`src/serial_host_pkg.sv`:
```
// constants, types and carriers for the serial host register port
package serial_host_pkg;

  // header byte codes (lower page), page select bit in the header
  localparam logic [7:0] HDR_ALT_NI = 8'h40;
  localparam logic [7:0] HDR_ALT_IL = 8'h48;
  localparam logic [7:0] HDR_CONST = 8'h43;
  localparam logic [7:0] HDR_RW_NI = 8'h41;
  localparam logic [7:0] HDR_RW_IL = 8'h49;
  localparam int HDR_PAGE_BIT = 2;
  localparam logic [7:0] HDR_PAGE_MASK = 8'h04;

  // address byte layout: top bit marks a read, low seven bits the offset
  localparam int ADR_READ_BIT = 7;

  // addresses that reach the current fifo location in constant-address mode
  localparam logic [7:0] FIFO_LOW_LAST = 8'h1F;
  localparam logic [7:0] FIFO_ALT_A = 8'h6A;
  localparam logic [7:0] FIFO_ALT_B = 8'h7A;

  // bit counter and read pipeline timing
  localparam logic [2:0] BIT_LAST = 3'h7;
  localparam logic [1:0] RD_WAIT_PLAIN = 2'h1;
  localparam logic [1:0] RD_WAIT_STEP = 2'h2;
  localparam logic [1:0] RD_ISSUE = 2'h1;

  // access sequence chosen by the header
  typedef enum logic [2:0] {
    MODE_ALT_NI = 3'b000,
    MODE_ALT_IL = 3'b001,
    MODE_CONST = 3'b011,
    MODE_RW_NI = 3'b010,
    MODE_RW_IL = 3'b110
  } seq_mode_t;

  // byte phase within a sequence, gray along header, address, data
  typedef enum logic [2:0] {
    PH_HDR = 3'b000,
    PH_ADDR = 3'b001,
    PH_WDATA = 3'b011,
    PH_RSLOT = 3'b010,
    PH_BURST_W = 3'b110,
    PH_BURST_R = 3'b111,
    PH_IGNORE = 3'b100
  } seq_phase_t;

  // host interface selection straps
  typedef struct packed {
    logic wr_n;
    logic rd_n;
    logic cs_n;
    logic ale;
  } strap_t;

  // register side request carrier
  typedef struct packed {
    logic [7:0] addr;
    logic [7:0] wdata;
    logic wr;
    logic rd;
    logic fifo_sel;
    logic fifo_step;
  } reg_req_t;

  localparam reg_req_t REQ_RESET = '{8'h00, 8'h00, 1'b0, 1'b0, 1'b0, 1'b0};

endpackage

```
`src/serial_host_register_port.sv`:
```
// four-wire serial host port giving register and fifo access
`timescale 1ns/1ps

// Functional notes
// - straps are sampled only during reset; serial or no host interface decoded
// - four lines: shift clock, data in, data out, active-low chip select
// - chip select falling restarts the sequence; next byte is a header
// - data in sampled on clock rise, data out changes on clock fall
// - transfers are bytes, most significant bit first, both directions
// - first byte is the header; its code governs until chip select rises
// - 40h alternating, 48h interleaved alternating, 43h constant-address burst
// - 41h read then write burst, 49h its interleaved variant
// - header bit 2 selects the upper register page 80h to FFh
// - write address takes one data byte; read address gets one read slot
// - non-interleaved alternating mode never drives out while receiving
// - interleaved: read data goes out while the next address comes in
// - constant address: fifo addresses hit current location, pointer steps each byte
// - constant address: one address, then continuous writes or reads
// - interrupt output active low after reset, high when configured, any time
// - read-then-write: a write address ends reads; rest is data to it
module serial_host_register_port (
  // clock and reset
  input logic clk_sys_i,
  input logic sys_rst_i,
  // interface selection straps
  input serial_host_pkg::strap_t strap_i,
  output logic serial_sel_o,
  output logic no_host_if_o,
  // serial host port
  input logic serial_clk_i,
  input logic serial_cs_n_i,
  input logic serial_data_in_i,
  output logic serial_data_out_o,
  output logic serial_data_out_oe_o,
  // register space
  output serial_host_pkg::reg_req_t reg_req_o,
  input logic [7:0] reg_rdata_i,
  // interrupt request
  input logic int_req_i,
  input logic int_active_high_i,
  output logic irq_o
);

  typedef struct packed {
    logic serial_en;
    logic none_sel;
    logic sck_q;
    logic cs_n_q;
    logic [2:0] bit_cnt;
    logic [6:0] rx_sh;
    logic [7:0] tx_sh;
    logic [7:0] rd_buf;
    logic dout;
    logic oe;
    logic tx_arm;
    serial_host_pkg::seq_phase_t phase;
    serial_host_pkg::seq_mode_t mode;
    logic page;
    logic [1:0] rd_cnt;
    serial_host_pkg::reg_req_t req;
    logic int_pol;
    logic irq;
  } port_state_t;

  port_state_t st;
  port_state_t next_st;

  logic sck_rise;
  logic sck_fall;
  logic cs_fall;
  logic byte_done;
  logic [7:0] rx_byte;
  logic [7:0] hdr_base;
  logic interleaved;
  logic burst_on_write;
  logic [7:0] next_addr;

  // fifo window reached through constant-address bursts
  function automatic logic is_fifo_addr(input logic [7:0] a);
    is_fifo_addr = (a <= serial_host_pkg::FIFO_LOW_LAST) ||
                   (a == serial_host_pkg::FIFO_ALT_A) ||
                   (a == serial_host_pkg::FIFO_ALT_B);
  endfunction

  // edge detection; inputs are synchronous to the system clock
  assign sck_rise = st.serial_en && !serial_cs_n_i && serial_clk_i && !st.sck_q;
  assign sck_fall = st.serial_en && !serial_cs_n_i && !serial_clk_i && st.sck_q;
  assign cs_fall = st.serial_en && st.cs_n_q && !serial_cs_n_i;
  assign byte_done = sck_rise && (st.bit_cnt == serial_host_pkg::BIT_LAST);
  assign rx_byte = {st.rx_sh, serial_data_in_i};
  assign hdr_base = rx_byte & ~serial_host_pkg::HDR_PAGE_MASK;
  assign interleaved = (st.mode == serial_host_pkg::MODE_ALT_IL) ||
                       (st.mode == serial_host_pkg::MODE_RW_IL);
  assign burst_on_write = (st.mode == serial_host_pkg::MODE_RW_NI) ||
                          (st.mode == serial_host_pkg::MODE_RW_IL);
  assign next_addr = {st.page, rx_byte[6:0]};

  // next state: bit engine, sequence decoder, read pipeline, interrupt polarity
  always_comb
  begin
    next_st = st;
    next_st.sck_q = serial_clk_i;
    next_st.cs_n_q = serial_cs_n_i;
    next_st.req.wr = 1'b0;
    next_st.req.fifo_step = 1'b0;
    // strobe fires as the wait count drops from one to zero; bursts wait a cycle longer for the step
    next_st.req.rd = (st.rd_cnt == serial_host_pkg::RD_ISSUE);
    // read pipeline: strobe one cycle, capture the answer in that cycle
    if (st.rd_cnt != 2'h0)
    begin
      next_st.rd_cnt = st.rd_cnt - 2'h1;
    end
    if (st.req.rd)
    begin
      next_st.rd_buf = reg_rdata_i;
    end
    // shift in on the rising edge, msb first
    if (sck_rise)
    begin
      next_st.rx_sh = rx_byte[6:0];
      next_st.bit_cnt = st.bit_cnt + 3'h1;
    end
    // shift out on the falling edge; a new byte loads from the read buffer
    if (sck_fall)
    begin
      if (st.bit_cnt == 3'h0)
      begin
        next_st.oe = st.tx_arm;
        next_st.dout = st.rd_buf[7];
        next_st.tx_sh = {st.rd_buf[6:0], 1'b0};
      end
      else
      begin
        next_st.dout = st.tx_sh[7];
        next_st.tx_sh = {st.tx_sh[6:0], 1'b0};
      end
    end
    // a complete byte steers the sequence
    if (byte_done)
    begin
      unique case (st.phase)
        serial_host_pkg::PH_HDR:
        begin
          next_st.page = rx_byte[serial_host_pkg::HDR_PAGE_BIT];
          next_st.phase = serial_host_pkg::PH_ADDR;
          // unknown headers leave the port deaf until chip select rises
          if (hdr_base == serial_host_pkg::HDR_ALT_NI)
            next_st.mode = serial_host_pkg::MODE_ALT_NI;
          else if (hdr_base == serial_host_pkg::HDR_ALT_IL)
            next_st.mode = serial_host_pkg::MODE_ALT_IL;
          else if (hdr_base == serial_host_pkg::HDR_CONST)
            next_st.mode = serial_host_pkg::MODE_CONST;
          else if (hdr_base == serial_host_pkg::HDR_RW_NI)
            next_st.mode = serial_host_pkg::MODE_RW_NI;
          else if (hdr_base == serial_host_pkg::HDR_RW_IL)
            next_st.mode = serial_host_pkg::MODE_RW_IL;
          else
            next_st.phase = serial_host_pkg::PH_IGNORE;
        end
        serial_host_pkg::PH_ADDR:
        begin
          next_st.req.addr = next_addr;
          next_st.req.fifo_sel = (st.mode == serial_host_pkg::MODE_CONST) &&
                                 is_fifo_addr(next_addr);
          next_st.tx_arm = rx_byte[serial_host_pkg::ADR_READ_BIT];
          if (rx_byte[serial_host_pkg::ADR_READ_BIT])
          begin
            next_st.rd_cnt = serial_host_pkg::RD_WAIT_PLAIN;
            if (st.mode == serial_host_pkg::MODE_CONST)
              next_st.phase = serial_host_pkg::PH_BURST_R;
            else if (interleaved)
              next_st.phase = serial_host_pkg::PH_ADDR;
            else
              next_st.phase = serial_host_pkg::PH_RSLOT;
          end
          else if ((st.mode == serial_host_pkg::MODE_CONST) || burst_on_write)
          begin
            next_st.phase = serial_host_pkg::PH_BURST_W;
          end
          else
          begin
            next_st.phase = serial_host_pkg::PH_WDATA;
          end
        end
        serial_host_pkg::PH_WDATA:
        begin
          next_st.req.wdata = rx_byte;
          next_st.req.wr = 1'b1;
          next_st.phase = serial_host_pkg::PH_ADDR;
        end
        serial_host_pkg::PH_RSLOT:
        begin
          // bits heard during a read slot are ignored
          next_st.tx_arm = 1'b0;
          next_st.phase = serial_host_pkg::PH_ADDR;
        end
        serial_host_pkg::PH_BURST_W:
        begin
          next_st.req.wdata = rx_byte;
          next_st.req.wr = 1'b1;
          next_st.req.fifo_step = st.req.fifo_sel;
        end
        serial_host_pkg::PH_BURST_R:
        begin
          // step the pointer first, then fetch the following location
          next_st.req.fifo_step = st.req.fifo_sel;
          next_st.rd_cnt = serial_host_pkg::RD_WAIT_STEP;
        end
        serial_host_pkg::PH_IGNORE:
        begin
          next_st.phase = serial_host_pkg::PH_IGNORE;
        end
        default:
        begin
          next_st.phase = serial_host_pkg::PH_IGNORE;
        end
      endcase
    end
    // chip select edges restart or end the sequence and free the line
    if (cs_fall || serial_cs_n_i)
    begin
      next_st.bit_cnt = 3'h0;
      next_st.phase = serial_host_pkg::PH_HDR;
      next_st.tx_arm = 1'b0;
      next_st.oe = 1'b0;
    end
    // interrupt polarity follows its configuration, request passes any time
    next_st.int_pol = int_active_high_i;
    next_st.irq = st.int_pol ? int_req_i : !int_req_i;
    // synchronous reset; straps are caught while reset is held
    if (sys_rst_i)
    begin
      next_st = '0;
      next_st.sck_q = 1'b0;
      next_st.cs_n_q = 1'b1;
      next_st.phase = serial_host_pkg::PH_HDR;
      next_st.mode = serial_host_pkg::MODE_ALT_NI;
      next_st.req = serial_host_pkg::REQ_RESET;
      next_st.int_pol = 1'b0;
      next_st.irq = 1'b1;
      next_st.serial_en = !strap_i.wr_n && !strap_i.rd_n && strap_i.cs_n &&
                          !strap_i.ale;
      next_st.none_sel = !strap_i.wr_n && !strap_i.rd_n && !strap_i.cs_n &&
                         !strap_i.ale;
    end
  end

  // single state register
  always_ff @(posedge clk_sys_i)
  begin
    st <= next_st;
  end

  // outputs straight from state
  assign serial_sel_o = st.serial_en;
  assign no_host_if_o = st.none_sel;
  assign serial_data_out_o = st.dout;
  assign serial_data_out_oe_o = st.oe;
  assign reg_req_o = st.req;
  assign irq_o = st.irq;
endmodule // serial_host_register_port

```
`config.mk`:
```
export PLATFORM = sky130hd
export DESIGN_NAME = serial_host_register_port
export DESIGN_NICKNAME = d
export VERILOG_FILES = /design/src/serial_host_pkg.sv /design/src/serial_host_register_port.sv
export SDC_FILE = /design/constraint.sdc
export NUM_CORES = 1
export LEC_CHECK = 0
export BUFFER_PORTS_ARGS = -buffer_cell sky130_fd_sc_hd__buf_2
export CAP_MARGIN = 5
export CORE_MARGIN = 1.5
export CORE_UTILIZATION = 40
export CTS_BUF_LIST = sky130_fd_sc_hd__clkbuf_16
export DETAILED_ROUTE_END_ITERATION = 10
export PLACE_DENSITY = 0.6
export SLEW_MARGIN = 10
export SYNTH_ARGS = -nofsm -noshare
export SYNTH_HDL_FRONTEND = slang
export SYNTH_SLANG_ARGS = --single-unit
```
`constraint.sdc`:
```
create_clock -name clk_sys_i -period 3.15 [get_ports clk_sys_i]
set_input_delay 0.945 -clock clk_sys_i [delete_from_list [all_inputs] [get_ports clk_sys_i]]
set_output_delay 0.945 -clock clk_sys_i [all_outputs]
set_load 0.02 [all_outputs]
```
### After elaboration in Yosys (flattened, before gate mapping)

Index checks and enable logic that the tools add are counted.

| operators by class | value |
|---|---|
| multiplexer cells | 25 |
| add/subtract/negate cells | 2 |
| equality and inequality tests | 18 |
| bitwise gates (word level) | 2 |
| $lt $le $gt $ge | 1 |
| reductions and logical operators | 46 |

Operator list:

| operator | number |
|---|---|
| $mux 3 | 13 |
| $eq 7x6->1 const B | 5 |
| $mux 19 | 1 |
| $eq 8x7->1 const B | 2 |
| $mux 8 | 2 |
| $logic_and 1x1->1 | 14 |
| $eq 3x2->1 const B | 4 |
| $eq 3x3->1 const B | 4 |
| $pmux 3 s4 | 1 |
| $reduce_and 2->1 | 6 |
| $reduce_or 2->1 | 5 |
| $mux 9 | 1 |
| $le 8x5->1 const B | 1 |
| $logic_not 1->1 | 8 |
| $eq 3x1->1 const B | 2 |
| $logic_not 3->1 | 2 |
| $logic_or 1x1->1 | 6 |
| $mux 2 | 3 |
| $reduce_bool 5->1 | 1 |
| $pmux 2 s2 | 1 |
| $reduce_bool 2->1 | 2 |
| $add 3x1->3 const B | 1 |
| $reduce_and 3->1 | 1 |
| $reduce_or 3->1 | 1 |
| other kinds (5) | 7 |

| storage, ports and cells | value |
|---|---|
| output and inout port bits | 25 |
| word-level logic and storage cells | 117 |
| input bits | 19 |
| register bits after elaboration | 64 |

### Longest topological paths before layout

Gate-level depths: netlist (run 1).

| depth | value |
|---|---|
| depth in word-level cells | 7 |
| depth in mapped cells | 7 |
| depth with buffers taken out | 6 |

### Worst setup path after synthesis (run 1)

OpenSTA, ideal clock, no wires.

| timing | value |
|---|---|
| path type | input-to-reg |
| from | in serial_cs_n_i |
| to | reg st, in the netlist reg_req_o[10] |
| arrival time | 1.753 ns |
| required time | 3.022 ns |
| library setup time | 0.128 ns |
| stages | 6 |
| setup slack | 1.270 ns |
| path buffers | 2 |
| cell sequence | and4bb_1 buf_4 nand4_1 buf_6 mux2i_1 nor2_1 |

| on the way | value |
|---|---|
| cells in the longest elaborated chain, start to end | 6 |

Ends and longest elaborated chain:

| element | RTL line | RTL |
|---|---|---|
| start, declared | serial_host_register_port.sv:31 | `input logic serial_cs_n_i,` |
| $logic_not 1->1 | serial_host_register_port.sv:86 | `assign sck_rise = st.serial_en && !serial_cs_n_i && serial_clk_i && !st.sck_q;` |
| $logic_and 1x1->1 (3 in series) | serial_host_register_port.sv:86 |  |
| $logic_and 1x1->1 | serial_host_register_port.sv:89 | `assign byte_done = sck_rise && (st.bit_cnt == serial_host_pkg::BIT_LAST);` |
| $reduce_and 2->1 (no line) | n/a |  |
| end signal, assigned | serial_host_register_port.sv:251 | `st <= next_st;` |
| end, declared | serial_host_register_port.sv:65 | `port_state_t st;` |

Every way passes these cells.
A chain may end at the register's enable or synchronous reset.

### Final worst setup path (run 1)

| timing | value |
|---|---|
| from | in serial_cs_n_i |
| to | reg st[28] (netlist bit) |

| on the way | value |
|---|---|
| cells in the longest elaborated chain, start to end | 6 |
| elaborated cells on any way between the ends | 9 |

Ends and longest elaborated chain:

| element | RTL line |
|---|---|
| $logic_not 1->1 | serial_host_register_port.sv:86, serial_host_register_port.sv:88 |
| $logic_and 1x1->1 (3 in series) | serial_host_register_port.sv:86 |
| $logic_and 1x1->1 | serial_host_register_port.sv:89 |
| $reduce_and 2->1 (no line) | n/a |

Parallel ways exist; a longest one is shown, timed or not.

==> impl_metrics.json, run 1 <==
{
  "outcome": "completed",
  "post-cts-setup-buffers": 0,
  "dr.pass1.iters": 4,
  "yosys_warnings": 0,
  "clk_pin_slew_ns": 0.05,
  "hpwl_mm": 3.69,
  "timing.final.crit_share_pct": 71.2,
  "hold_viol_final": 0,
  "max_slew_margin_pct": 60.9,
  "syn_nets": 321,
  "synth_edf_count": 2,
  "hold_class": "flip-flop to flip-flop",
  "cts_tree": "built",
  "antenna_found_initial": 0,
  "placed_cells": 391,
  "endpoint_kind": "flip-flop",
  "fin_nets": 344,
  "rsz0062_at_grt": "no",
  "met2_usage_pct": 24.1,
  "syn_area_sq_mm": 0.00277,
  "tns_ns": 0,
  "cp.required_ns": 3.34,
  "gp_congestion": 0.767,
  "cellLeakagePower_nw": 1.38,
  "worstPathCellList": "buf_2 -> nand4bb_1 -> or2_1 -> a211oi_1 -> a221oi_2",
  "layout-drive-gt1-share_pct": 20.5,
  "ctsLongestPathBuffers": 2,
  "grt_util_met3_pct": 6.67,
  "report.final.slew_viol_count": 0,
  "clk_latency_ns": 0.32,
  "grt_max_degree": 27,
  "die_w_um": 86.3,
  "drv_cap": 0,
  "busiest_layer": "met2",
  "synth-seq-cells": 63,
  "path_delay_family": "simple AND/OR/NAND/NOR gates",
  "cts_resized": 0,
  "vdd_drop_max_v": 0.000250,
  "grt_use_met1_pct": 21.1,
  "post_drt_wl_per_cell_um": 13.3,
  "drc_errors": 0,
  "ys_types": 45,
  "synth_flop_cell": "dfxtp_1",
  "tightestPinTransition_ns": 0.586,
  "hold_buffers": 0,
  "crit_buf_inv": 1,
  "portBuffers": 43,
  "via_per_inst": 5.10,
  "htreeDepth": 3,
  "drt_wl_total_mm": 5.41,
  "setup_viol": 0,
  "synth_top_area_share_pct": 44.0,
  "arrival_ns": 2.44,
  "start_util_pct": 41.1,
  "row_count": 30,
  "cellPowerDensity_mw_per_mm2": 578,
  "grt_use_total_pct": 16.1,
  "async_flop_share_pct": 0,
  "antenna_cells": 0,
  "yosysTopAreaCell": "dfxtp_1",
  "grt_pass1_wl_mm": 9.20,
  "fmax_ghz": 0.446,
  "detail-route-antenna-nets": 0,
  "cts_root_buffer": "clkbuf_16",
  "io_pins": 44,
  "grt-ovfl-total": 0,
  "vias": 2077,
  "cts_sinks": 63,
  "die_h_um": 86.3,
  "fin_skew_ns": 0.00418,
  "startpoint_type": "input pin",
  "numCtsBuffers": 9,
  "syn2layout_area_growth_pct": 15.3,
  "p_total_mw": 1.85,
  "finalNonFillerCells": 407,
  "finalCriticalPeriod_ns": 2.24,
  "synth_cells": 299,
  "synthTopCellsByArea": "dfxtp_1 (44%), mux2i_1 (12%), buf_4 (6.0%)",
  "slowest_delay_ns": 0.52,
  "die_area_sq_mm": 0.00744,
  "core_sq_mm": 0.00676,
  "yosysSeqAreaShare_pct": 46.2,
  "syn_avg_cell_area_sq_um": 9.28,
  "crit_path_top_delay_cell": "nand4bb_1",
  "crit_fanout": 12,
  "dr.first_iter.drc_count": 139,
  "first_global_vias": 1919,
  "criticalPathCategory": "input pin to flip-flop"
}
## power by group
| part | switching (mW) | internal (mW) |
|---|---|---|
| Combinational | 0.0350 | 0.0214 |
| Clock | 0.332 | 0.647 |
| Sequential | 0.00473 | 0.809 |
## final timing paths
path	cells past startpoint	slack [ns]	to	startpoint
worst min-delay path	2	0.46	irq_o	st[1]
worst max register to register	4	1.28	st[28]	serial_sel_o
worst max-delay path	5	0.91	st[28]	serial_cs_n_i
worst min register to register	2	0.46	irq_o	st[1]
## synth_stat cells (2+ instances only)
library cell,n
nor2_1,39
xor2_1,2
edfxtp_1,2
a21oi_1,17
buf_2,4
a211oi_1,9
nor4_1,3
o21ai_0,6
nand4_1,2
nor2b_1,5
o22ai_1,2
buf_6,2
and4_1,2
nor3b_1,2
inv_1,8
and3_1,4
dfxtp_1,61
mux2i_1,32
ha_1,3
nand3_1,5
clkbuf_1,9
or2_1,2
buf_4,22
nand2_1,33
nand2b_1,3
## placed cells by master (no fill, tap or decap), types with 2 or more instances in the layout
| cell type | instances |
|---|---|
| inv_1 | 10 |
| nor2b_1 | 5 |
| dfxtp_1 | 61 |
| buf_2 | 43 |
| nand4_1 | 2 |
| and4_1 | 2 |
| clkinv_1 | 2 |
| nand3_1 | 5 |
| a211oi_1 | 9 |
| o22ai_1 | 2 |
| nor2_1 | 39 |
| nand2b_1 | 3 |
| mux2i_1 | 32 |
| ha_1 | 3 |
| nor4_1 | 3 |
| clkbuf_16 | 10 |
| or2_1 | 2 |
| nand2_1 | 33 |
| o21ai_0 | 6 |
| edfxtp_1 | 2 |
| buf_4 | 6 |
| a21oi_1 | 17 |
| and3_1 | 4 |
| xor2_1 | 2 |
| nor3b_1 | 2 |
## cells by family (layout without fill, tap and decap cells)
logic type	after synthesis	in the layout	synth area share, %
simple gates	109	109	19.9
flops	63	63	46.2
compound gates	45	45	10.6
buf+inv	45	73	9.79
mux	32	32	11.5
fa+ha+maj	3	3	1.35
xor+xnor	2	2	0.632
## routing by layer
layer  wire, um  vias to the layer above
met3        273                        6
li1           -                     1062
met4         80                        0
met1       2700                      965
met5          0                        -
met2       2350                       44
## worst register-to-register path: cells and delay by family, from the launching register on
| family | cells | cell delay (ns) |
|---|---|---|
| DFF | 1 | 0.42 |
| AOI/OAI and AO/OA | 2 | 0.42 |
| and+or+nand+nor | 2 | 0.91 |
## sequential cells by signal, summed over array words and instances (netlist names)
register              cells
hdr_base                  6
irq_o                     1
next_addr                 2
no_host_if_o              1
reg_req_o                20
serial_data_out_o         1
serial_data_out_oe_o      1
serial_sel_o              1
st                       30
## area by class of cell
| class | count | area (sq um) |
|---|---|---|
| clock inverters | 6 | 50.0 |
| repair buffers | 49 | 260 |
| flip-flops and latches | 63 | 1280 |
| clock buffers | 10 | 250 |
| inverters | 8 | 30.0 |
| well taps | 80 | 100 |
| multi-input cells | 191 | 1230 |
| fillers | 668 | 3560 |
## through the flow
stage / setup WS [ns] / cell area, sq um / utilization [%] / hold WS [ns]
after global routing: 0.831 / 3200 / 47.4 / 0.486
after detailed placement: 0.616 / 2900 / 42.9 / 0.455
after global placement: 0.698 / 2900 / 42.9 / 0.443
final: 0.908 / 3200 / 47.4 / 0.465
after CTS: 0.890 / 3200 / 47.4 / 0.471
after floorplan: 1.27 / 2770 / - / 0.437
Note: power is estimated with default switching activity, not from simulation.
==> inputs of run 2 (changes only) <==
==> constraint.sdc (replaced) <==
create_clock -name clk_sys_i -period 2.3 [get_ports clk_sys_i]
set_input_delay 0.69 -clock clk_sys_i [delete_from_list [all_inputs] [get_ports clk_sys_i]]
set_output_delay 0.69 -clock clk_sys_i [all_outputs]
set_load 0.02 [all_outputs]
==> impl_metrics.json, run 2 (synthesized netlist as in run 1, its figures left out) <==
{
  "crit_fanout": 10,
  "path_delay_family": "simple AND/OR/NAND/NOR gates",
  "portBuffers": 43,
  "cts_root_buffer": "clkbuf_16",
  "first_global_vias": 1966,
  "hold_buffers": 0,
  "largest_reg_flops": 30,
  "fmax_ghz": 0.529,
  "cellPowerDensity_mw_per_mm2": 813,
  "p_total_mw": 2.63,
  "clk_latency_ns": 0.32,
  "outcome": "completed",
  "tightestPinTransition_ns": 1.03,
  "vdd_drop_max_v": 0.000480,
  "die_h_um": 86.3,
  "clk_pin_slew_ns": 0.06,
  "fin_skew_ns": 0.00769,
  "detail-route-antenna-nets": 0,
  "startpoint_type": "flip-flop",
  "die_w_um": 86.3,
  "arrival_ns": 2.12,
  "final_cell_mix": "dfxtp_1 (61), buf_2 (43), nor2_1 (39)",
  "worstPathCellList": "inv_1 -> ha_1 -> nor2b_1 -> mux2i_1 -> a211oi_1",
  "row_count": 30,
  "report.final.slew_viol_count": 0,
  "hpwl_mm": 3.73,
  "regMostFlops": "st",
  "multi_input_area_sq_mm": 0.00123,
  "antenna_cells": 0,
  "post-cts-setup-buffers": 0,
  "tns_ns": 0,
  "io_pins": 44,
  "ctsLongestPathBuffers": 2,
  "cts_resized": 0,
  "drv_cap": 0,
  "die_area_sq_mm": 0.00744,
  "endpoint_kind": "flip-flop",
  "rsz0062_at_grt": "no",
  "setup_viol": 0,
  "antenna_found_initial": 0,
  "grt_max_degree": 30,
  "max_slew_margin_pct": 31.4,
  "timing.final.crit_share_pct": 82.2,
  "hold_class": "flip-flop to flip-flop",
  "crit_path_top_delay_cell": "nor2b_1",
  "cts_tree": "built",
  "via_per_inst": 5.05,
  "vias": 2061,
  "cellLeakagePower_nw": 1.38,
  "cts_sinks": 63,
  "finalNonFillerCells": 408,
  "criticalPathCategory": "flip-flop to flip-flop",
  "cp.required_ns": 2.53,
  "hold_viol_final": 0,
  "dr.pass1.iters": 4,
  "placed_cells": 392,
  "slowest_delay_ns": 0.80,
  "layout-drive-gt1-share_pct": 21.6,
  "fin_nets": 345,
  "seqCellArea_sq_mm": 0.00128,
  "syn2layout_area_growth_pct": 16.4,
  "numCtsBuffers": 9,
  "grt_use_total_pct": 15.9,
  "crit_buf_inv": 1,
  "gp_congestion": 0.747,
  "grt_pass1_wl_mm": 9.21,
  "dr.first_iter.drc_count": 110,
  "drt_wl_total_mm": 5.46,
  "start_util_pct": 41.1,
  "fillers": 674,
  "finalCriticalPeriod_ns": 1.89,
  "core_sq_mm": 0.00676,
  "grt-ovfl-total": 0,
  "post_drt_wl_per_cell_um": 13.4,
  "htreeDepth": 3,
  "drc_errors": 0,
  "utilization_pct": 47.8,
  "final_common_cell": "dfxtp_1"
}
==> run 2: final timing paths <==
check	from	endpoint	slack (ns)	cells past startpoint
setup / recovery	st[57]	serial_data_out_o	0.41	5
hold / removal	st[1]	irq_o	0.47	2
setup reg to reg	st[57]	serial_data_out_o	0.41	5
hold reg to reg	st[1]	irq_o	0.47	2
==> run 2: power by group <==
| group | internal [mW] | leakage, nW | switching (mW) |
|---|---|---|---|
| sequential | 1.11 | 0.512 | 0.00632 |
| combinational | 0.0299 | 0.722 | 0.0480 |
| clock | 0.949 | 0.150 | 0.484 |
| total | 2.09 | 1.38 | 0.539 |
==> run 2: cell type report <==
class / count / share of cell area, %
Tap cell: 80 / 3.10
Timing Repair Buffer: 50 / 8.29
Inverter: 8 / 0.930
Clock inverter: 7 / 2.98
Sequential cell: 63 / 39.7
Clock buffer: 9 / 6.98
Multi-Input combinational cell: 191 / 38.0
==> run 2: metal layers <==
layer	part of all wire [%]	GRT usage (%)	wire length (um)	vias to the layer above
met4	2.3	8.21	125	0
met1	49	20.9	2690	950
li1	-	-	-	1061
met2	44	24.3	2420	38
met5	0	0	0	-
met3	4.1	3.81	225	12
==> run 2: stage by stage <==
| stage | worst slack (ns) | area, sq um | hold WS [ns] |
|---|---|---|---|
| 5_1_grt | 0.199 | 3230 | 0.494 |
| 6_report | 0.410 | 3230 | 0.466 |
| 4_1_cts | 0.370 | 3230 | 0.469 |
| 2_1_floorplan | 0.675 | 2770 | 0.437 |
| 3_5_place_dp | 0.203 | 2910 | 0.453 |
| 3_3_place_gp | 0.241 | 2910 | 0.444 |
==> run 2: tightest hold or removal path, delay by kind of cell (launching register included) <==
family | cells | cell delay, ns
and+or+nand+nor | 1 | 0.06
DFF | 1 | 0.32
xor gates and xnor gates | 1 | 0.07
